$ cat src/design/pbx_regs.svh
`ifndef PBX_REGS_SVH
`define PBX_REGS_SVH

// ----------------------------------------------------------------
// Register indices (byte address is four times the index)
// ----------------------------------------------------------------
`define PBX_IDX_CH13 6'h2D
`define PBX_IDX_CH14 6'h2E
`define PBX_IDX_CH15 6'h2F
`define PBX_IDX_IRQ_SRC 6'h3F

// ----------------------------------------------------------------
// Channel register fields
// ----------------------------------------------------------------
`define PBX_BIT_EN 7
`define PBX_BIT_IEN 6
`define PBX_BIT_FB 1
`define PBX_BIT_SD 0

// ----------------------------------------------------------------
// Reset values
// ----------------------------------------------------------------
`define PBX_RST_CTL 3'h0
`define PBX_RST_PIN 6'h3F
`define PBX_RST_SRC 8'h00

// ----------------------------------------------------------------
// Timing
// ----------------------------------------------------------------
`define PBX_CLK_NS 5
`define PBX_FILT_NS 20
`define PBX_FILT_CYC ((`PBX_FILT_NS + `PBX_CLK_NS - 1) / `PBX_CLK_NS)
`define PBX_FB_LAT_NS 400
`define PBX_FB_LAT_CYC (`PBX_FB_LAT_NS / `PBX_CLK_NS)

`endif

$ cat src/design/pbx_pkg.sv
package pbx_pkg;

	typedef logic [7:0] pbx_addr_t;
	typedef logic [31:0] pbx_data_t;
	typedef logic [5:0] pbx_pins_t;
	typedef logic [2:0] pbx_chans_t;
	typedef logic [1:0] pbx_chan_t;

	typedef enum logic [0:0] {PBX_IDLE, PBX_ANSWER} pbx_apb_st_t;

endpackage : pbx_pkg

$ cat src/design/pbx_pin_if.sv
`timescale 1ns/1ps

interface pbx_pin_if;
	logic [5:0] pin_raw;
	logic [5:0] pin_filt;
	logic [5:0] pin_edge;

	modport filt
	(
		input pin_raw,
		output pin_filt,
		output pin_edge
	);

	modport core
	(
		output pin_raw,
		input pin_filt,
		input pin_edge
	);
endinterface : pbx_pin_if

$ cat src/design/pbx_pin_filter.sv
`timescale 1ns/1ps
`include "pbx_regs.svh"

module pbx_pin_filter
(
	// Clock and reset
	input logic pclk,
	input logic presetn,
	// Pin samples
	pbx_pin_if.filt pif
);
	import pbx_pkg::*;

	localparam logic [2:0] FILT_LAST = 3'(`PBX_FILT_CYC - 1);

	logic [5:0] sync_a_reg, sync_a_next;
	logic [5:0] sync_b_reg, sync_b_next;
	logic [5:0] filt_reg, filt_next;
	logic [5:0] edge_reg, edge_next;
	logic [2:0] cnt_reg [6];
	logic [2:0] cnt_next [6];

	// ----------------------------------------------------------------
	// Synchroniser and stability filter
	// ----------------------------------------------------------------
	always_comb
	begin
		sync_a_next = pif.pin_raw;
		sync_b_next = sync_a_reg;
		filt_next = filt_reg;
		for (int p = 0; p < 6; p++)
		begin
			cnt_next[p] = 3'h0;
			if (sync_b_reg[p] != filt_reg[p])
			begin
				// Glitches shorter than the filter window never reach the core
				if (cnt_reg[p] == FILT_LAST)
					filt_next[p] = sync_b_reg[p];
				else
					cnt_next[p] = cnt_reg[p] + 3'h1;
			end
		end
		edge_next = filt_next ^ filt_reg;
	end

	// Pins idle high through their pull-ups, so start at ones: no false edge
	always_ff @(posedge pclk or negedge presetn)
	begin
		if (!presetn)
		begin
			sync_a_reg <= `PBX_RST_PIN;
			sync_b_reg <= `PBX_RST_PIN;
			filt_reg <= `PBX_RST_PIN;
			edge_reg <= 6'h00;
			for (int p = 0; p < 6; p++)
				cnt_reg[p] <= 3'h0;
		end
		else
		begin
			sync_a_reg <= sync_a_next;
			sync_b_reg <= sync_b_next;
			filt_reg <= filt_next;
			edge_reg <= edge_next;
			for (int p = 0; p < 6; p++)
				cnt_reg[p] <= cnt_next[p];
		end
	end

	assign pif.pin_filt = filt_reg;
	assign pif.pin_edge = edge_reg;
endmodule : pbx_pin_filter

$ cat src/design/pbx_bypass_ctrl.sv
// The APB register port was left to the implementer.
`timescale 1ns/1ps
`include "pbx_regs.svh"

// How it works
// - Enable turns pin pair into FB out, SD in
// - Pin bypass-select still overrides enabled channel
// - Disabled channel leaves pins to general config
// - Enabled SD transition raises active-low interrupt
// - Interrupt source gets the channel register index
// - No interrupt while SD interrupt enable clear
// - Enabled FB pin is push-pull, follows bit
// - FB bit one keeps port in normal mode
// - FB bit zero forces port into bypass
// - Low filtered SD clears FB within 400 ns
// - Pins start as inputs with pull-up on
// - FB and SD bit reads return synchronised, filtered pin levels
// - SD bit read-only, mirrors the SD pin
// - SD one means signal present, zero absent
// - Channels 2Dh/2Eh/2Fh own P6.3-2/P6.5-4/P6.7-6
module pbx_bypass_ctrl
(
	// Clock and reset
	input logic pclk,
	input logic presetn,
	// APB slave
	input logic psel,
	input logic penable,
	input logic pwrite,
	input pbx_pkg::pbx_addr_t paddr,
	input pbx_pkg::pbx_data_t pwdata,
	output pbx_pkg::pbx_data_t prdata,
	output logic pready,
	output logic pslverr,
	// General pin configuration from the rest of the device
	input pbx_pkg::pbx_pins_t gp_out,
	input pbx_pkg::pbx_pins_t gp_oe,
	input pbx_pkg::pbx_pins_t byp_sel,
	input pbx_pkg::pbx_pins_t byp_data,
	// Pins P6.2 to P6.7, bit 0 is P6.2
	input pbx_pkg::pbx_pins_t pin_in,
	output pbx_pkg::pbx_pins_t pin_out,
	output pbx_pkg::pbx_pins_t pin_oe,
	output pbx_pkg::pbx_pins_t pin_pu,
	// Shared interrupt
	output logic int_n
);
	import pbx_pkg::*;

	// ----------------------------------------------------------------
	// Helpers
	// ----------------------------------------------------------------
	// Channel 3 means no channel register at this address
	function automatic pbx_chan_t pbx_chan(input pbx_addr_t a);
		if (a[1:0] != 2'h0)
			return 2'h3;
		unique case (a[7:2])
			`PBX_IDX_CH13: return 2'h0;
			`PBX_IDX_CH14: return 2'h1;
			`PBX_IDX_CH15: return 2'h2;
			default: return 2'h3;
		endcase
	endfunction : pbx_chan

	function automatic logic [7:0] pbx_code(input pbx_chan_t c);
		return {2'h0, `PBX_IDX_CH13 + {4'h0, c}};
	endfunction : pbx_code

	logic [5:0] pin_filt;
	logic [5:0] pin_edge;
	pbx_pin_if pif ();

	assign pif.pin_raw = pin_in;
	assign pin_filt = pif.pin_filt;
	assign pin_edge = pif.pin_edge;

	pbx_pin_filter u_filter
	(
		.pclk(pclk),
		.presetn(presetn),
		.pif(pif)
	);

	// ----------------------------------------------------------------
	// APB slave
	// ----------------------------------------------------------------
	pbx_apb_st_t st_reg, st_next;
	pbx_data_t prdata_reg, prdata_next;
	logic pready_reg, pready_next;
	logic pslverr_reg, pslverr_next;
	pbx_chan_t acc_ch;
	logic acc_src;
	logic commit_wr;
	logic [2:0] en_reg, en_next;
	logic [2:0] ien_reg, ien_next;
	logic [2:0] fb_reg, fb_next;
	logic [2:0] ev;
	logic pend_reg, pend_next;
	logic [7:0] src_reg, src_next;
	logic int_n_reg;
	logic irq_clr;

	always_comb
	begin
		acc_ch = pbx_chan(paddr);
		acc_src = paddr == {`PBX_IDX_IRQ_SRC, 2'h0};
		commit_wr = psel && penable && pready_reg && pwrite;
		st_next = st_reg;
		prdata_next = prdata_reg;
		pready_next = 1'h0;
		pslverr_next = 1'h0;
		unique case (st_reg)
			PBX_IDLE:
			begin
				if (psel && penable)
				begin
					// One wait state keeps pready a plain flop output
					st_next = PBX_ANSWER;
					pready_next = 1'h1;
					pslverr_next = acc_ch == 2'h3 && !acc_src;
					prdata_next = 32'h0;
					if (!pwrite && acc_ch != 2'h3)
					begin
						prdata_next[`PBX_BIT_EN] = en_reg[acc_ch];
						prdata_next[`PBX_BIT_IEN] = ien_reg[acc_ch];
						prdata_next[`PBX_BIT_FB] = pin_filt[{acc_ch, 1'h1}];
						prdata_next[`PBX_BIT_SD] = pin_filt[{acc_ch, 1'h0}];
					end
					else if (!pwrite && acc_src)
						prdata_next = {24'h0, src_reg};
				end
			end
			PBX_ANSWER:
				st_next = PBX_IDLE;
		endcase
	end

	always_ff @(posedge pclk or negedge presetn)
	begin
		if (!presetn)
		begin
			st_reg <= PBX_IDLE;
			prdata_reg <= 32'h0;
			pready_reg <= 1'h0;
			pslverr_reg <= 1'h0;
		end
		else
		begin
			st_reg <= st_next;
			prdata_reg <= prdata_next;
			pready_reg <= pready_next;
			pslverr_reg <= pslverr_next;
		end
	end

	// ----------------------------------------------------------------
	// Channel control bits and interrupt source
	// ----------------------------------------------------------------
	always_comb
	begin
		en_next = en_reg;
		ien_next = ien_reg;
		fb_next = fb_reg;
		for (int c = 0; c < 3; c++)
		begin
			if (commit_wr && acc_ch == 2'(c))
			begin
				// Reserved and SD bits of the write are dropped
				en_next[c] = pwdata[`PBX_BIT_EN];
				ien_next[c] = pwdata[`PBX_BIT_IEN];
				fb_next[c] = pwdata[`PBX_BIT_FB];
			end
			// Loss of signal beats a simultaneous software write
			if (en_reg[c] && !pin_filt[2 * c])
				fb_next[c] = 1'h0;
			ev[c] = en_reg[c] && ien_reg[c] && pin_edge[2 * c];
		end
		irq_clr = commit_wr && acc_src;
		pend_next = pend_reg;
		src_next = src_reg;
		if (irq_clr)
		begin
			pend_next = 1'h0;
			src_next = 8'h00;
		end
		// First event holds the source until cleared; a new one wins over the clear
		if (!pend_reg || irq_clr)
		begin
			for (int c = 2; c >= 0; c--)
			begin
				if (ev[c])
				begin
					pend_next = 1'h1;
					src_next = pbx_code(2'(c));
				end
			end
		end
	end

	always_ff @(posedge pclk or negedge presetn)
	begin
		if (!presetn)
		begin
			en_reg <= `PBX_RST_CTL;
			ien_reg <= `PBX_RST_CTL;
			fb_reg <= `PBX_RST_CTL;
			pend_reg <= 1'h0;
			src_reg <= `PBX_RST_SRC;
			int_n_reg <= 1'h1;
		end
		else
		begin
			en_reg <= en_next;
			ien_reg <= ien_next;
			fb_reg <= fb_next;
			pend_reg <= pend_next;
			src_reg <= src_next;
			int_n_reg <= !pend_next;
		end
	end

	// ----------------------------------------------------------------
	// Pin multiplexer
	// ----------------------------------------------------------------
	logic [5:0] pout_reg, pout_next;
	logic [5:0] poe_reg, poe_next;
	logic [5:0] ppu_reg, ppu_next;

	always_comb
	begin
		for (int p = 0; p < 6; p++)
		begin
			if (byp_sel[p])
			begin
				pout_next[p] = byp_data[p];
				poe_next[p] = 1'h1;
			end
			else if (en_reg[p / 2])
			begin
				// Odd pin of the pair is FB, push-pull; even pin is SD input
				pout_next[p] = (p % 2 == 1) ? fb_reg[p / 2] : 1'h0;
				poe_next[p] = p % 2 == 1;
			end
			else
			begin
				pout_next[p] = gp_out[p];
				poe_next[p] = gp_oe[p];
			end
		end
		ppu_next = ~poe_next;
	end

	always_ff @(posedge pclk or negedge presetn)
	begin
		if (!presetn)
		begin
			pout_reg <= 6'h00;
			poe_reg <= 6'h00;
			ppu_reg <= 6'h3F;
		end
		else
		begin
			pout_reg <= pout_next;
			poe_reg <= poe_next;
			ppu_reg <= ppu_next;
		end
	end

	assign prdata = prdata_reg;
	assign pready = pready_reg;
	assign pslverr = pslverr_reg;
	assign pin_out = pout_reg;
	assign pin_oe = poe_reg;
	assign pin_pu = ppu_reg;
	assign int_n = int_n_reg;

	// ----------------------------------------------------------------
	// Checks
	// ----------------------------------------------------------------
	localparam int FB_LAT = `PBX_FB_LAT_CYC;
endmodule : pbx_bypass_ctrl

$ cat config.mk
export PLATFORM = sky130hd
export DESIGN_NAME = pbx_bypass_ctrl
export DESIGN_NICKNAME = d
export VERILOG_FILES = /design/src/design/pbx_pkg.sv /design/src/design/pbx_pin_if.sv /design/src/design/pbx_pin_filter.sv /design/src/design/pbx_bypass_ctrl.sv
export VERILOG_INCLUDE_DIRS = /design/src /design/src/design
export SDC_FILE = /design/constraint.sdc
export NUM_CORES = 1
export LEC_CHECK = 0
export ABC_AREA = 0
export BUFFER_PORTS_ARGS = -buffer_cell sky130_fd_sc_hd__buf_2
export CORE_UTILIZATION = 45
export CTS_BUF_LIST = sky130_fd_sc_hd__clkbuf_2 sky130_fd_sc_hd__clkbuf_4 sky130_fd_sc_hd__clkbuf_8
export DETAILED_ROUTE_END_ITERATION = 6
export PLACE_DENSITY = 0.81
export SLEW_MARGIN = 20
export SYNTH_ARGS = -nofsm -noshare
export SYNTH_HDL_FRONTEND = slang
export SYNTH_SLANG_ARGS = --single-unit
$ cat constraint.sdc
create_clock -name pclk -period 4 [get_ports pclk]
set_input_delay 0.4 -clock pclk [delete_from_list [all_inputs] [get_ports pclk]]
set_output_delay 0.4 -clock pclk [all_outputs]
set_load 0.02 [all_outputs]
# ---- Yosys cells after proc, flatten, opt, wreduce, memory -nomap -nowiden
# Index checks and enable logic that the tools add are counted.
dict set report word_totals {
  regBits 113
  in_bits 75
  output_inout_bits 53
  word_cells 180
}
dict set report classes {
  n_addsub 6
  magnitude_cmp 3
  eq_ne 20
  muxes 86
  bitwise 3
  reduce_logical 33
}
# op count
set op_table {}
lappend op_table {{two-way mux 1 bit} 56}
lappend op_table {{two-way mux 8 bit} 6}
lappend op_table {{two-way mux 3 bit} 12}
lappend op_table {{two-way mux 24 bit} 1}
lappend op_table {{logical AND 1 bit} 19}
lappend op_table {{adder 3 x 1 -> 3 bit, second input constant} 6}
lappend op_table {{== test 3 x 2 -> 1 bit, second input constant} 6}
lappend op_table {{== test 6 bit, second input constant} 3}
lappend op_table {{binary-select mux 1 bit (select 2 bit)} 4}
lappend op_table {{== test 8 bit, second input constant} 1}
lappend op_table {{< comparator 3 x 4 -> 1 bit, second input constant} 2}
lappend op_table {{two-way mux 2 bit} 4}
lappend op_table {{nonzero test 2 bit} 4}
lappend op_table {{logical NOT 1 bit} 7}
lappend op_table {{!= test 1 bit} 6}
lappend op_table {{NOT 6 bit} 1}
lappend op_table {{one-hot mux 2 bit (3 select lines)} 1}
lappend op_table {{XOR 5 bit} 1}
lappend op_table {{== test 2 bit, second input constant} 2}
lappend op_table {{two-way mux 4 bit} 1}
lappend op_table {{< comparator 2 x 3 -> 1 bit, second input constant} 1}
lappend op_table {{== test 2 x 1 -> 1 bit, second input constant} 1}
lappend op_table {{logical NOT 2 bit} 1}
lappend op_table {{!= test 2 bit, second input constant} 1}
lappend op_table {{4 further kinds} 4}

# ---- Logic depth before layout (Yosys ltp)
# Gate-level depths: netlist of the first run.
dict set report logic_depth {
  word_depth 10
  mapped_depth 5
  ltp_nobuf 4
}

# ---- Cells and area by module
# Synthesis of the first run repeated with hierarchy kept, for this count alone.
dict set report unflattened {
  hier_cells 287
  hier_area_um2 3724.8
}
# module n_inst cells_per_inst area_per_inst_um2 seq_area_each_um2
set modules_own_cells {}
lappend modules_own_cells {pbx_bypass_ctrl 1 196 2185.8 1184.9}
lappend modules_own_cells {pbx_pin_filter 1 91 1539.0 1073.5}

# ---- Least setup slack after synthesis of the first run
# No wires, ideal clock.
dict set report synth_timing {
  path_type {reg2reg}
  start {reg pready_reg (netlist: pready)}
  end {reg en_reg[2]}
  arrival_ps 1297
  required_ps 3875
  slack_ps 2578
  stages_incl_launch_ff 5
  path_buffers 0
  path_cell_list {dfrtp_1 > and4_2 > and2_4 > nand3_2 > mux2_2}
}
dict set report synth_between {
  elab_chain_cells 3
}
# element line
set synth_lines {}
lappend synth_lines {{from (decl)} pbx_bypass_ctrl.sv:89} ;# logic pready_reg, pready_next;
lappend synth_lines {{from (signal assigned)} pbx_bypass_ctrl.sv:151} ;# pready_reg <= pready_next;
lappend synth_lines {{logical AND 1 bit (2 in series)} pbx_bypass_ctrl.sv:107} ;# commit_wr = psel && penable && pready_reg && pwrite;
lappend synth_lines {{logical AND 1 bit} pbx_bypass_ctrl.sv:166} ;# if (commit_wr && acc_ch == 2'(c))
lappend synth_lines {{to (signal assigned)} pbx_bypass_ctrl.sv:204} ;# en_reg <= `PBX_RST_CTL;
lappend synth_lines {{to (signal assigned)} pbx_bypass_ctrl.sv:213} ;# en_reg <= en_next;
lappend synth_lines {{to (decl)} pbx_bypass_ctrl.sv:94} ;# logic [2:0] en_reg, en_next;
# Every way passes these cells.
# A chain may end at the register's enable or synchronous reset.

# ---- Worst setup path in the final report of the first run
dict set report layout_timing {
  start {reg ppu_reg[5] (netlist: pin_pu[5])}
  end {out pin_pu[5]}
}
# element line
set layout_lines {}
lappend layout_lines {{from (decl)} pbx_bypass_ctrl.sv:227} ;# logic [5:0] ppu_reg, ppu_next;
lappend layout_lines {{from (signal assigned)} pbx_bypass_ctrl.sv:265} ;# ppu_reg <= ppu_next;
lappend layout_lines {{to (decl)} pbx_bypass_ctrl.sv:44} ;# output pbx_pkg::pbx_pins_t pin_pu,
# No word-level cell between the ends.

==> run_summary.xml, run 1 <==
<?xml version="1.0" encoding="UTF-8"?>
<metrics>
  <group name="place">
    <metric name="placement.setup.worst_slack" unit="ns">2.36</metric>
    <metric name="place.gp.congestion" unit="">0.743</metric>
    <metric name="placed_standard_cell_area" unit="mm²">0.00400</metric>
    <metric name="io_buffers" unit="">74</metric>
    <metric name="dp_hpwl" unit="µm">4440</metric>
  </group>
  <group name="power">
    <metric name="p_sw_share" unit="%">27.2</metric>
    <metric name="ir_drop" unit="µV">202</metric>
    <metric name="netSwitchingPower" unit="mW">0.541</metric>
    <metric name="total_leakage_power" unit="nW">2.08</metric>
    <metric name="clock_power_share" unit="%">30.2</metric>
    <metric name="power.share.sequential" unit="%">53.7</metric>
    <metric name="internal-power" unit="mW">1.45</metric>
    <metric name="power.density_cell_area" unit="mW/mm²">474</metric>
    <metric name="share_comb_of_total_power" unit="%">16.2</metric>
    <metric name="p_total" unit="mW">1.99</metric>
  </group>
  <group name="drt">
    <metric name="detailedRoute.firstIterationViolations" unit="">103</metric>
    <metric name="route.detailed.vias_per_inst" unit="">4.83</metric>
    <metric name="route.vias.total" unit="">2217</metric>
    <metric name="drt-wirelength-per-cell" unit="µm">13.1</metric>
    <metric name="drt_pre_antenna_iters" unit="">4</metric>
    <metric name="wl" unit="µm">6010</metric>
    <metric name="drc" unit="">0</metric>
    <metric name="postRouteAntennaNets" unit="">0</metric>
  </group>
  <group name="critical_path">
    <metric name="crit_path_dat" unit="ns">1.05</metric>
    <metric name="timing.setup.critical_path_class" unit="">reg -&gt; out</metric>
    <metric name="required" unit="ns">3.60</metric>
    <metric name="timing.critical_path.buf_inv" unit="">1</metric>
    <metric name="critPathSlowestCell" unit="">dfstp_2</metric>
    <metric name="crit_path_start_kind" unit="">flip-flop</metric>
    <metric name="crit_path_max_incr_delay" unit="ns">0.54</metric>
    <metric name="critical_path.cell_chain" unit="">buf_2</metric>
    <metric name="worst_setup_end_kind" unit="">output pin</metric>
    <metric name="kind_of_cell_adding_the_most_delay_to_the_critical_path" unit="">flip-flops</metric>
    <metric name="worst-path-max-fanout" unit="">1</metric>
  </group>
  <group name="die">
    <metric name="die_area" unit="mm²">0.00843</metric>
    <metric name="die-height" unit="µm">91.8</metric>
    <metric name="pin_count" unit="">128</metric>
    <metric name="die_width" unit="µm">91.8</metric>
    <metric name="initial_core_util" unit="%">46.7</metric>
    <metric name="core_area" unit="mm²">0.00777</metric>
    <metric name="row_count" unit="">32</metric>
  </group>
  <group name="global_routing">
    <metric name="met3_usage" unit="%">4.23</metric>
    <metric name="grt_start_max_net_pins" unit="">87</metric>
    <metric name="grt-ovfl-total" unit="">0</metric>
    <metric name="global_route.peak_usage_layer" unit="">met2</metric>
    <metric name="antenna_found_initial" unit="">0</metric>
    <metric name="grt.met1_usage" unit="%">19.0</metric>
    <metric name="grt_pass1_wl" unit="µm">9910</metric>
    <metric name="grtUsageTotal" unit="%">15.4</metric>
    <metric name="grt_pass1_vias" unit="">2170</metric>
    <metric name="globalRouteMet2Util" unit="%">25.2</metric>
  </group>
  <group name="yosys">
    <metric name="yosysSeqAreaShare" unit="%">60.1</metric>
    <metric name="netlist_instances" unit="">273</metric>
    <metric name="synth.cell_area" unit="mm²">0.00363</metric>
    <metric name="ys_top_cells_by_area" unit="">dfrtp_1, dfstp_2, buf_4, mux2_2, nor2b_1</metric>
    <metric name="synth-warning-count" unit="">0</metric>
    <metric name="yosysTopAreaCellShare" unit="%">42.0</metric>
    <metric name="post_synth.cell_area_avg" unit="µm²">13.3</metric>
    <metric name="synth_largest_area_cell" unit="">dfrtp_1</metric>
    <metric name="ys_seq_elements" unit="">86</metric>
    <metric name="synth_cell_type_count" unit="">49</metric>
  </group>
  <group name="worst_hold_path">
    <metric name="hold_path_class" unit="">in -&gt; async</metric>
  </group>
  <group name="sta">
    <metric name="grt_setup_unrepaired" unit="">false</metric>
    <metric name="final-hold-violation-count" unit="">0</metric>
    <metric name="finalMaxSlewViolations" unit="">0</metric>
    <metric name="final.min_clock_period" unit="ns">1.45</metric>
    <metric name="timing_worst_slew_pin_value" unit="ns">0.755</metric>
    <metric name="timing.fmax" unit="MHz">692</metric>
    <metric name="timing.clock.skew" unit="ns">0.0134</metric>
    <metric name="setup_viol" unit="">0</metric>
    <metric name="final_min_period_over_clock_period" unit="%">36.1</metric>
    <metric name="relSlewSlack" unit="%">49.7</metric>
    <metric name="setup_total_negative_slack" unit="ns">0</metric>
    <metric name="final_critical_path_setup_slack" unit="ns">2.55</metric>
  </group>
  <group name="final_layout">
    <metric name="syn2layout_area_growth" unit="%">15.7</metric>
    <metric name="cell_area_after_layout" unit="mm²">0.00420</metric>
    <metric name="flip_flop_count_of_the_largest_register_all_copies_and_words_added" unit="">18</metric>
    <metric name="fin_util" unit="%">54.1</metric>
    <metric name="finish.net_count" unit="">433</metric>
    <metric name="fill_count" unit="">688</metric>
    <metric name="antenna_cells" unit="">0</metric>
    <metric name="post_route_cells_drive_above_1_share" unit="%">40.6</metric>
  </group>
  <group name="clock_tree">
    <metric name="cts-htree-levels" unit="">3</metric>
    <metric name="cts_max_path_buffers" unit="">2</metric>
    <metric name="cts.sinks" unit="">86</metric>
    <metric name="postCtsSetupRepairBufs" unit="">0</metric>
    <metric name="cts.repair.resized" unit="">0</metric>
    <metric name="cts_stage_hold_buffer_count" unit="">0</metric>
    <metric name="tritoncts" unit="">built</metric>
    <metric name="cts.reportedPaths.clkPinSlew" unit="ns">0.09</metric>
    <metric name="clockRootBuffer" unit="">clkbuf_8</metric>
    <metric name="clock_insertion_delay_worst_skew" unit="ns">0.36</metric>
    <metric name="cts_inserted_buffers" unit="">9</metric>
  </group>
  <group name="outcome">
    <metric name="outcome" unit="">complete, no violations</metric>
  </group>
  <group name="run">
    <metric name="maxCapViolCount" unit="">0</metric>
  </group>
</metrics>
[power groups by stage]
stage | clock [mW] | combinational (mW) | sequential, mW
after detailed placement | 0 | 0.326 | 1.09
after CTS | 0.620 | 0.328 | 1.07
after global routing | 0.654 | 0.363 | 1.09
after global placement | 0 | 0.309 | 1.08
final | 0.600 | 0.321 | 1.07
after floorplan | 0 | 0.238 | 1.08
[area by class of cell]
type | instances | area (µm²) | area share (%)
clock buffers | 9 | 124 | 2.95
clock inverters | 7 | 72.6 | 1.73
inverters | 11 | 41.3 | 0.983
multi-input cells | 170 | 1270 | 30.4
flip-flops and latches | 86 | 2180 | 52.0
well taps | 102 | 128 | 3.04
repair buffers | 74 | 377 | 8.97
[cell families (layout without fill, tap and decap cells)]
logic type      Yosys count  after routing  share of synthesized area, %
mux                      21             21                          6.65
other cells               1             24                         0.103
xor+xnor                  6              6                          1.45
simple gates             75             75                          14.4
buf+inv                  40            101                          7.13
fa+ha+maj                 7              7                          2.34
compound gates           37             37                          7.79
flops                    86             86                          60.1
[synthesized netlist by cell type (all sizes together)]
master	instances
a21oi	3
and3	5
nand2	5
nor3b	11
ha	6
inv	11
maj3	1
a221o	4
a22o	7
o21ai	7
o31ai	1
and4	2
nand4b	1
nor3	7
o2111a	1
nand2b	4
nand3	4
a22oi	4
o22ai	2
nand4	2
or3	3
xnor2	6
dfstp	25
nor2	3
a21o	6
nand3b	1
nor2b	17
dfrtp	61
buf	29
conb	1
and4bb	2
mux2i	5
and3b	1
o21a	1
o221a	1
mux2	16
and2	7
[stage by stage]
stage | instances | hold slack [ns]
6_report | 459 | 0.0787
5_1_grt | 459 | 0.112
4_1_cts | 459 | 0.122
3_5_place_dp | 443 | 0.347
3_3_place_gp | 443 | 0.346
2_1_floorplan | 296 | 0.104
[routing by layer]
| layer | part of all wire [%] | wire length (µm) |
|---|---|---|
| met3 | 5.5 | 328 |
| met1 | 44 | 2630 |
| met2 | 49 | 2940 |
| met4 | 1.8 | 106 |
| met5 | 0 | 0 |
[cell usage in the layout, fill, tap and decap left out, types with 5 or more instances in the layout]
cell / count
ha_1: 6
nor3b_1: 10
nand2_1: 5
nor3_1: 5
mux2i_1: 5
dfstp_2: 25
conb_1: 24
nor2b_1: 17
clkbuf_8: 9
xnor2_1: 6
a21o_1: 6
buf_2: 73
mux2_2: 13
o21ai_0: 7
inv_1: 11
a22o_1: 7
dfrtp_1: 61
[path summary, 6_finish.rpt]
| kind | start | endpoint | slack (ns) | depth (start not counted) |
|---|---|---|---|---|
| setup / recovery | pin_pu[5] | pin_pu[5] | 2.55 | 1 |
| hold / removal | presetn | prdata[2] | 0.08 | 1 |
| setup reg to reg | pready | ien_reg[2] | 2.57 | 4 |
| hold reg to reg | u_filter.sync_a_reg[1] | u_filter.sync_b_reg[1] | 0.36 | 0 |
| max in group asynchronous | presetn | pin_oe[4] | 3.39 | 1 |
| min in group pclk | pin_in[3] | u_filter.sync_a_reg[3] | 0.14 | 1 |
Power figures use the tool's default switching activity.
==> run 2: changes to the inputs <==
==> constraint.sdc (replaced) <==
create_clock -name pclk -period 1.5 [get_ports pclk]
set_input_delay 0.15 -clock pclk [delete_from_list [all_inputs] [get_ports pclk]]
set_output_delay 0.15 -clock pclk [all_outputs]
set_load 0.02 [all_outputs]
==> run 2 against run 1 <==
Core utilization grew 2.7 points. Total power grew to 2.8 times the previous value. Sequential power grew to 2.7 times the previous value. Clock skew is essentially flat. Setup slack lost 2.5 ns.
==> run_summary.xml, run 2 (synthesis results as in run 1) <==
<?xml version="1.0" encoding="UTF-8"?>
<metrics>
  <group name="final_layout">
    <metric name="post_route_cells_drive_above_1_share" unit="%">40.8</metric>
    <metric name="cell_area_after_layout" unit="mm²">0.00441</metric>
    <metric name="layout.cells.most_common" unit="">buf_2</metric>
    <metric name="syn2layout_area_growth" unit="%">21.4</metric>
    <metric name="flip_flop_count_of_the_largest_register_all_copies_and_words_added" unit="">18</metric>
    <metric name="layout.area.seq" unit="mm²">0.00218</metric>
    <metric name="finish.net_count" unit="">451</metric>
    <metric name="fill_count" unit="">689</metric>
    <metric name="antenna_cells" unit="">0</metric>
    <metric name="area_used_by_multi_input_combinational_logic" unit="mm²">0.00127</metric>
    <metric name="layout_common_cells" unit="">buf_2, dfrtp_1, dfstp_2</metric>
  </group>
  <group name="clock_tree">
    <metric name="tritoncts" unit="">built</metric>
    <metric name="cts.sinks" unit="">86</metric>
    <metric name="cts.reportedPaths.clkPinSlew" unit="ns">0.08</metric>
    <metric name="cts.repair.resized" unit="">0</metric>
    <metric name="cts-htree-levels" unit="">3</metric>
    <metric name="clock_insertion_delay_worst_skew" unit="ns">0.35</metric>
    <metric name="clockRootBuffer" unit="">clkbuf_8</metric>
    <metric name="cts_inserted_buffers" unit="">9</metric>
    <metric name="cts_max_path_buffers" unit="">2</metric>
  </group>
  <group name="worst_hold_path">
    <metric name="hold_path_end" unit="">pin_oe[5]</metric>
    <metric name="cell_count_of_the_worst_hold_path" unit="">2</metric>
    <metric name="hold_path_class" unit="">in -&gt; reg</metric>
    <metric name="min_from" unit="">gp_oe[5]</metric>
  </group>
  <group name="outcome">
    <metric name="outcome" unit="">complete, no violations</metric>
  </group>
  <group name="die">
    <metric name="pin_count" unit="">128</metric>
    <metric name="die-height" unit="µm">91.8</metric>
    <metric name="initial_core_util" unit="%">46.7</metric>
    <metric name="die_width" unit="µm">91.8</metric>
    <metric name="row_count" unit="">32</metric>
    <metric name="die_area" unit="mm²">0.00843</metric>
    <metric name="core_area" unit="mm²">0.00777</metric>
  </group>
  <group name="critical_path">
    <metric name="critPathSlowestCell" unit="">dlygate4sd3_1</metric>
    <metric name="worst_setup_end_kind" unit="">flip-flop</metric>
    <metric name="worstReg2RegStart" unit="">en_reg[2]</metric>
    <metric name="crit_path_start_kind" unit="">flip-flop</metric>
    <metric name="worst-path-max-fanout" unit="">5</metric>
    <metric name="timing.rr.end" unit="">pin_out[5]</metric>
    <metric name="ff2ff_setup_slack" unit="ns">0.08</metric>
    <metric name="crit_path_dat" unit="ns">1.66</metric>
    <metric name="timing.setup.critical_path_class" unit="">reg -&gt; reg</metric>
    <metric name="crit_path_max_incr_delay" unit="ns">0.56</metric>
    <metric name="worst-r2r-cell-count" unit="">4</metric>
    <metric name="timing.critical_path.buf_inv" unit="">2</metric>
    <metric name="required" unit="ns">1.74</metric>
    <metric name="critical_path.cell_chain" unit="">buf_4 -&gt; mux2i_1 -&gt; o21ai_0 -&gt; dlygate4sd3_1</metric>
    <metric name="kind_of_cell_adding_the_most_delay_to_the_critical_path" unit="">buffers and inverters</metric>
  </group>
  <group name="sta">
    <metric name="timing.fmax" unit="MHz">705</metric>
    <metric name="finalMaxSlewViolations" unit="">0</metric>
    <metric name="grt_setup_unrepaired" unit="">false</metric>
    <metric name="timing.clock.skew" unit="ns">0.0136</metric>
    <metric name="final.min_clock_period" unit="ns">1.42</metric>
    <metric name="final-hold-violation-count" unit="">0</metric>
    <metric name="hold-worst-slack" unit="ns">0.00919</metric>
    <metric name="setup_viol" unit="">0</metric>
    <metric name="setup_total_negative_slack" unit="ns">0</metric>
    <metric name="final_min_period_over_clock_period" unit="%">94.6</metric>
  </group>
  <group name="place">
    <metric name="io_buffers" unit="">74</metric>
    <metric name="placed_standard_cell_area" unit="mm²">0.00407</metric>
    <metric name="place.gp.congestion" unit="">0.772</metric>
    <metric name="dp_hpwl" unit="µm">4760</metric>
  </group>
  <group name="global_routing">
    <metric name="grt_start_max_net_pins" unit="">39</metric>
    <metric name="grt_pass1_vias" unit="">2313</metric>
    <metric name="grtUsageTotal" unit="%">16.2</metric>
    <metric name="grt-ovfl-total" unit="">0</metric>
    <metric name="grt_pass1_wl" unit="µm">10500</metric>
    <metric name="antenna_found_initial" unit="">1</metric>
  </group>
  <group name="drt">
    <metric name="drt_pre_antenna_iters" unit="">4</metric>
    <metric name="route.detailed.vias_per_inst" unit="">4.79</metric>
    <metric name="route.vias.total" unit="">2286</metric>
    <metric name="drt-wirelength-per-cell" unit="µm">13.5</metric>
    <metric name="detailedRoute.firstIterationViolations" unit="">106</metric>
    <metric name="postRouteAntennaNets" unit="">0</metric>
    <metric name="drc" unit="">0</metric>
    <metric name="wl" unit="µm">6440</metric>
  </group>
  <group name="run">
    <metric name="maxCapViolCount" unit="">0</metric>
  </group>
  <group name="power">
    <metric name="total_leakage_power" unit="nW">2.18</metric>
    <metric name="power.density_cell_area" unit="mW/mm²">1270</metric>
    <metric name="ir_drop" unit="µV">541</metric>
  </group>
</metrics>
-- run 2: changes by cell type in the layout (fill, tap and decap cells not counted), moves of 2 or more --
cell and change:
buf_4 +8, clkbuf_4 +2, clkbuf_8 +2, clkinv_2 -2, dlygate4sd3_1 +10, inv_6 -2
-- run 2: worst max path at each step --
stage | start | to | slack, ns | cells after the start
finish | en_reg[2] | pin_out[5] | 0.08 | 4
detailed placement | pready | ien_reg[2] | 0.11 | 4
global placement | pready | ien_reg[2] | 0.13 | 4
floorplan | pready | en_reg[2] | 0.08 | 4
global route | en_reg[2] | pin_out[5] | 0.04 | 4
CTS | en_reg[2] | pin_out[5] | 0.06 | 4
-- run 2: report_power, final --
group | switching (mW) | leakage, nW | total (mW) | internal, mW
sequential | 0.180 | 1.02 | 2.86 | 2.68
combinational | 0.466 | 1.04 | 0.913 | 0.448
clock | 0.767 | 0.117 | 1.83 | 1.07
total | 1.41 | 2.18 | 5.60 | 4.19
-- run 2: layout make-up --
cell class / instances / share of cell area, %
flip-flops and latches: 86 / 49.5
multi-input cells: 170 / 28.9
repair buffers: 92 / 12.4
clock buffers: 13 / 3.78
well taps: 102 / 2.90
clock inverters: 3 / 1.53
inverters: 11 / 0.937
-- run 2: metrics by stage --
| step | util, % | total power, mW | std cells | worst slack (ns) |
|---|---|---|---|---|
| finish | 56.7 | 5.60 | 477 | 0.0813 |
| global placement | 52.3 | 3.72 | 450 | 0.127 |
| global route | 56.7 | 5.88 | 477 | 0.0393 |
| detailed placement | 52.3 | 3.79 | 450 | 0.113 |
| floorplan | - | 3.52 | 296 | 0.0782 |
| CTS | 56.6 | 5.67 | 476 | 0.0626 |
-- run 2: what timing repair did --
action	4_1_cts	5_1_grt
endpoints found under the hold margin	25	0
hold buffers	10	0
setup endpoints to repair	0	1
setup buffers	0	1
-- run 2: worst reg2reg max path, stage by stage, from the launching register on --
cell	delay [ns]
dfrtp_1	0.39
buf_4	0.15
mux2i_1	0.13
o21ai_0	0.08
dlygate4sd3_1	0.56
-- run 2: per-layer routing --
layer	vias up	share of wire, %	global-route usage (%)
met5	-	0.20	0
met4	2	2.0	7.81
met3	13	4.7	3.98
met2	58	52	28.2
met1	1115	42	18.8
li1	1098	-	-
==> run 3: changes to the inputs <==
--- a/config.mk
+++ b/config.mk
@@ -8,10 +8,12 @@
 export LEC_CHECK = 0
 export ABC_AREA = 0
 export BUFFER_PORTS_ARGS = -buffer_cell sky130_fd_sc_hd__buf_2
-export CORE_UTILIZATION = 45
+export CORE_UTILIZATION = 51
 export CTS_BUF_LIST = sky130_fd_sc_hd__clkbuf_2 sky130_fd_sc_hd__clkbuf_4 sky130_fd_sc_hd__clkbuf_8
+export CTS_CLUSTER_DIAMETER = 100
 export DETAILED_ROUTE_END_ITERATION = 6
-export PLACE_DENSITY = 0.81
+export GPL_TIMING_DRIVEN = 0
+export PLACE_DENSITY = 0.89
 export SLEW_MARGIN = 20
 export SYNTH_ARGS = -nofsm -noshare
 export SYNTH_HDL_FRONTEND = slang
==> run 3 against run 2 <==
Global-route usage increased by 3.0 points. Flip-flop and latch count is the same. Sequential power hardly changed. Clock skew down 0.0028 ns. Combinational power increased by 3.6%. Critical path depth did not move. Wire length is 1.8% higher. Register-to-register slack is essentially flat. Core utilization rose by 10 points.
==> run_summary.xml, run 3 (synthesis results as in run 1) <==
<?xml version="1.0" encoding="UTF-8"?>
<metrics>
  <group name="drt">
    <metric name="drt-wirelength-per-cell" unit="µm">13.3</metric>
    <metric name="detailedRoute.firstIterationViolations" unit="">109</metric>
    <metric name="postRouteAntennaNets" unit="">0</metric>
    <metric name="route.vias.total" unit="">2349</metric>
    <metric name="route.detailed.vias_per_inst" unit="">4.76</metric>
    <metric name="drc" unit="">0</metric>
    <metric name="wl" unit="µm">6560</metric>
    <metric name="drt_pre_antenna_iters" unit="">4</metric>
  </group>
  <group name="global_routing">
    <metric name="grt_start_max_net_pins" unit="">51</metric>
    <metric name="grt_pass1_vias" unit="">2330</metric>
    <metric name="grt_pass1_wl" unit="µm">10900</metric>
    <metric name="antenna_found_initial" unit="">0</metric>
    <metric name="grt-ovfl-total" unit="">0</metric>
    <metric name="grtUsageTotal" unit="%">19.2</metric>
  </group>
  <group name="place">
    <metric name="io_buffers" unit="">74</metric>
    <metric name="place.gp.congestion" unit="">0.843</metric>
    <metric name="placement.setup.worst_slack" unit="ns">0.0963</metric>
    <metric name="dp_hpwl" unit="µm">4770</metric>
    <metric name="placedCellCount" unit="">467</metric>
  </group>
  <group name="critical_path">
    <metric name="crit_path_max_incr_delay" unit="ns">0.56</metric>
    <metric name="required" unit="ns">1.75</metric>
    <metric name="worst_setup_end_kind" unit="">flip-flop</metric>
    <metric name="timing.setup.critical_path_class" unit="">reg -&gt; reg</metric>
    <metric name="crit_path_start_kind" unit="">flip-flop</metric>
    <metric name="worstReg2RegStart" unit="">en_reg[0]</metric>
    <metric name="critPathLaunch" unit="">en_reg[0]</metric>
    <metric name="critPathSlowestCell" unit="">dlygate4sd3_1</metric>
    <metric name="crit_path_dat" unit="ns">1.68</metric>
    <metric name="ff2ff_setup_slack" unit="ns">0.07</metric>
    <metric name="critical_path.cell_chain" unit="">buf_6 -&gt; mux2i_1 -&gt; o21ai_0 -&gt; dlygate4sd3_1</metric>
    <metric name="worst-path-max-fanout" unit="">8</metric>
    <metric name="worst-r2r-cell-count" unit="">4</metric>
  </group>
  <group name="sta">
    <metric name="final_critical_path_setup_slack" unit="ns">0.0676</metric>
    <metric name="timing.clock.skew" unit="ns">0.0108</metric>
    <metric name="relSlewSlack" unit="%">58.6</metric>
    <metric name="setup_viol" unit="">0</metric>
    <metric name="final.min_clock_period" unit="ns">1.43</metric>
    <metric name="final_min_period_over_clock_period" unit="%">95.5</metric>
    <metric name="timing.fmax" unit="MHz">698</metric>
    <metric name="grt_setup_unrepaired" unit="">false</metric>
    <metric name="timing_worst_slew_pin_value" unit="ns">0.621</metric>
    <metric name="finalMaxSlewViolations" unit="">0</metric>
    <metric name="final-hold-violation-count" unit="">0</metric>
  </group>
  <group name="worst_hold_path">
    <metric name="hold_path_class" unit="">in -&gt; reg</metric>
    <metric name="cell_count_of_the_worst_hold_path" unit="">2</metric>
    <metric name="min_from" unit="">gp_oe[3]</metric>
  </group>
  <group name="clock_tree">
    <metric name="tritoncts" unit="">built</metric>
    <metric name="clockRootBuffer" unit="">clkbuf_8</metric>
    <metric name="clock_insertion_delay_worst_skew" unit="ns">0.36</metric>
    <metric name="cts_max_path_buffers" unit="">2</metric>
    <metric name="cts.sinks" unit="">86</metric>
    <metric name="cts-htree-levels" unit="">3</metric>
    <metric name="cts.reportedPaths.clkPinSlew" unit="ns">0.09</metric>
    <metric name="cts_inserted_buffers" unit="">9</metric>
  </group>
  <group name="power">
    <metric name="power.share.sequential" unit="%">51.2</metric>
    <metric name="p_sw_share" unit="%">26.0</metric>
    <metric name="internal-power" unit="mW">4.14</metric>
    <metric name="total_leakage_power" unit="nW">2.31</metric>
    <metric name="ir_drop" unit="µV">527</metric>
    <metric name="netSwitchingPower" unit="mW">1.45</metric>
    <metric name="p_total" unit="mW">5.59</metric>
    <metric name="clock_power_share" unit="%">31.9</metric>
    <metric name="power.density_cell_area" unit="mW/mm²">1220</metric>
    <metric name="share_comb_of_total_power" unit="%">16.9</metric>
  </group>
  <group name="die">
    <metric name="die-height" unit="µm">86.4</metric>
    <metric name="row_count" unit="">30</metric>
    <metric name="die_area" unit="mm²">0.00746</metric>
    <metric name="die_width" unit="µm">86.4</metric>
    <metric name="core_area" unit="mm²">0.00683</metric>
    <metric name="initial_core_util" unit="%">53.2</metric>
    <metric name="pin_count" unit="">128</metric>
  </group>
  <group name="final_layout">
    <metric name="finish.net_count" unit="">474</metric>
    <metric name="post_route_cells_drive_above_1_share" unit="%">44.0</metric>
    <metric name="instances_no_fill" unit="">494</metric>
    <metric name="layout.cells.most_common" unit="">buf_2</metric>
    <metric name="layout_common_cells" unit="">buf_2, dfrtp_1, dfstp_2, buf_4, conb_1</metric>
    <metric name="syn2layout_area_growth" unit="%">26.0</metric>
    <metric name="flip_flop_count_of_the_largest_register_all_copies_and_words_added" unit="">18</metric>
    <metric name="antenna_cells" unit="">0</metric>
  </group>
  <group name="run">
    <metric name="maxCapViolCount" unit="">0</metric>
  </group>
  <group name="outcome">
    <metric name="outcome" unit="">complete, no violations</metric>
  </group>
</metrics>
[run 3: critical path: cells and delay by family, from the launching register on]
kind                   cells  cell delay, ns
AO/OA/AOI/OAI              1            0.10
buffers and inverters      2            0.69
flip-flops                 1            0.36
multiplexers               1            0.18
[run 3: final timing paths]
path	end
min in group asynchronous	u_filter.cnt_reg[2]
max in group asynchronous	pin_pu[5]
worst min register to register	u_filter.sync_b_reg[1]
worst max-delay path	pin_out[1]
worst min-delay path	pin_oe[3]
worst max register to register	pin_out[1]
[run 3: timing repair]
item | 4_1_cts | 5_1_grt
setup endpoints to repair | 0 | 7
gates resized for setup | 0 | 4
hold endpoints to repair | 46 | 0
setup buffers | 0 | 0
hold buffers | 11 | 0
[run 3: layout make-up]
type                       count  area (µm²)
clock inverter                 5        83.8
inverter                      11        41.3
multi-input combinational    170        1280
buffer                        29         224
tap                           96         120
timing repair buffer          86         503
sequential                    86        2180
fill                         535        2260
clock buffer                  11         139
[run 3: per-stage QoR]
step                      TNS, ns  util (%)  hold WS (ns)  cell area [µm²]
final                           0      67.0       0.00899             4580
after global placement     -19.85      61.6         0.255             4210
after CTS                       0      66.8       0.00154             4560
after global routing            0      67.0        0.0122             4580
after detailed placement        0      61.9         0.209             4230
after floorplan                 0         -        -0.146             3720
[run 3: power by group through the flow]
stage / registers [mW] / clock network [mW] / logic [mW]
after floorplan: 2.89 / 0 / 0.635
after global placement: 2.88 / 0 / 0.870
after detailed placement: 2.91 / 0 / 0.930
after CTS: 2.87 / 1.81 / 0.958
after global routing: 2.90 / 1.93 / 1.07
final: 2.86 / 1.78 / 0.946
[run 3: routing by layer]
metal  share of wire (%)  GRT usage [%]  vias to the layer above
met5                   0              0                        -
met4                 2.5           8.94                        0
met3                 4.7           5.05                       14
met2                  51           32.5                       58
met1                  41           23.1                     1131
li1                    -              -                     1146
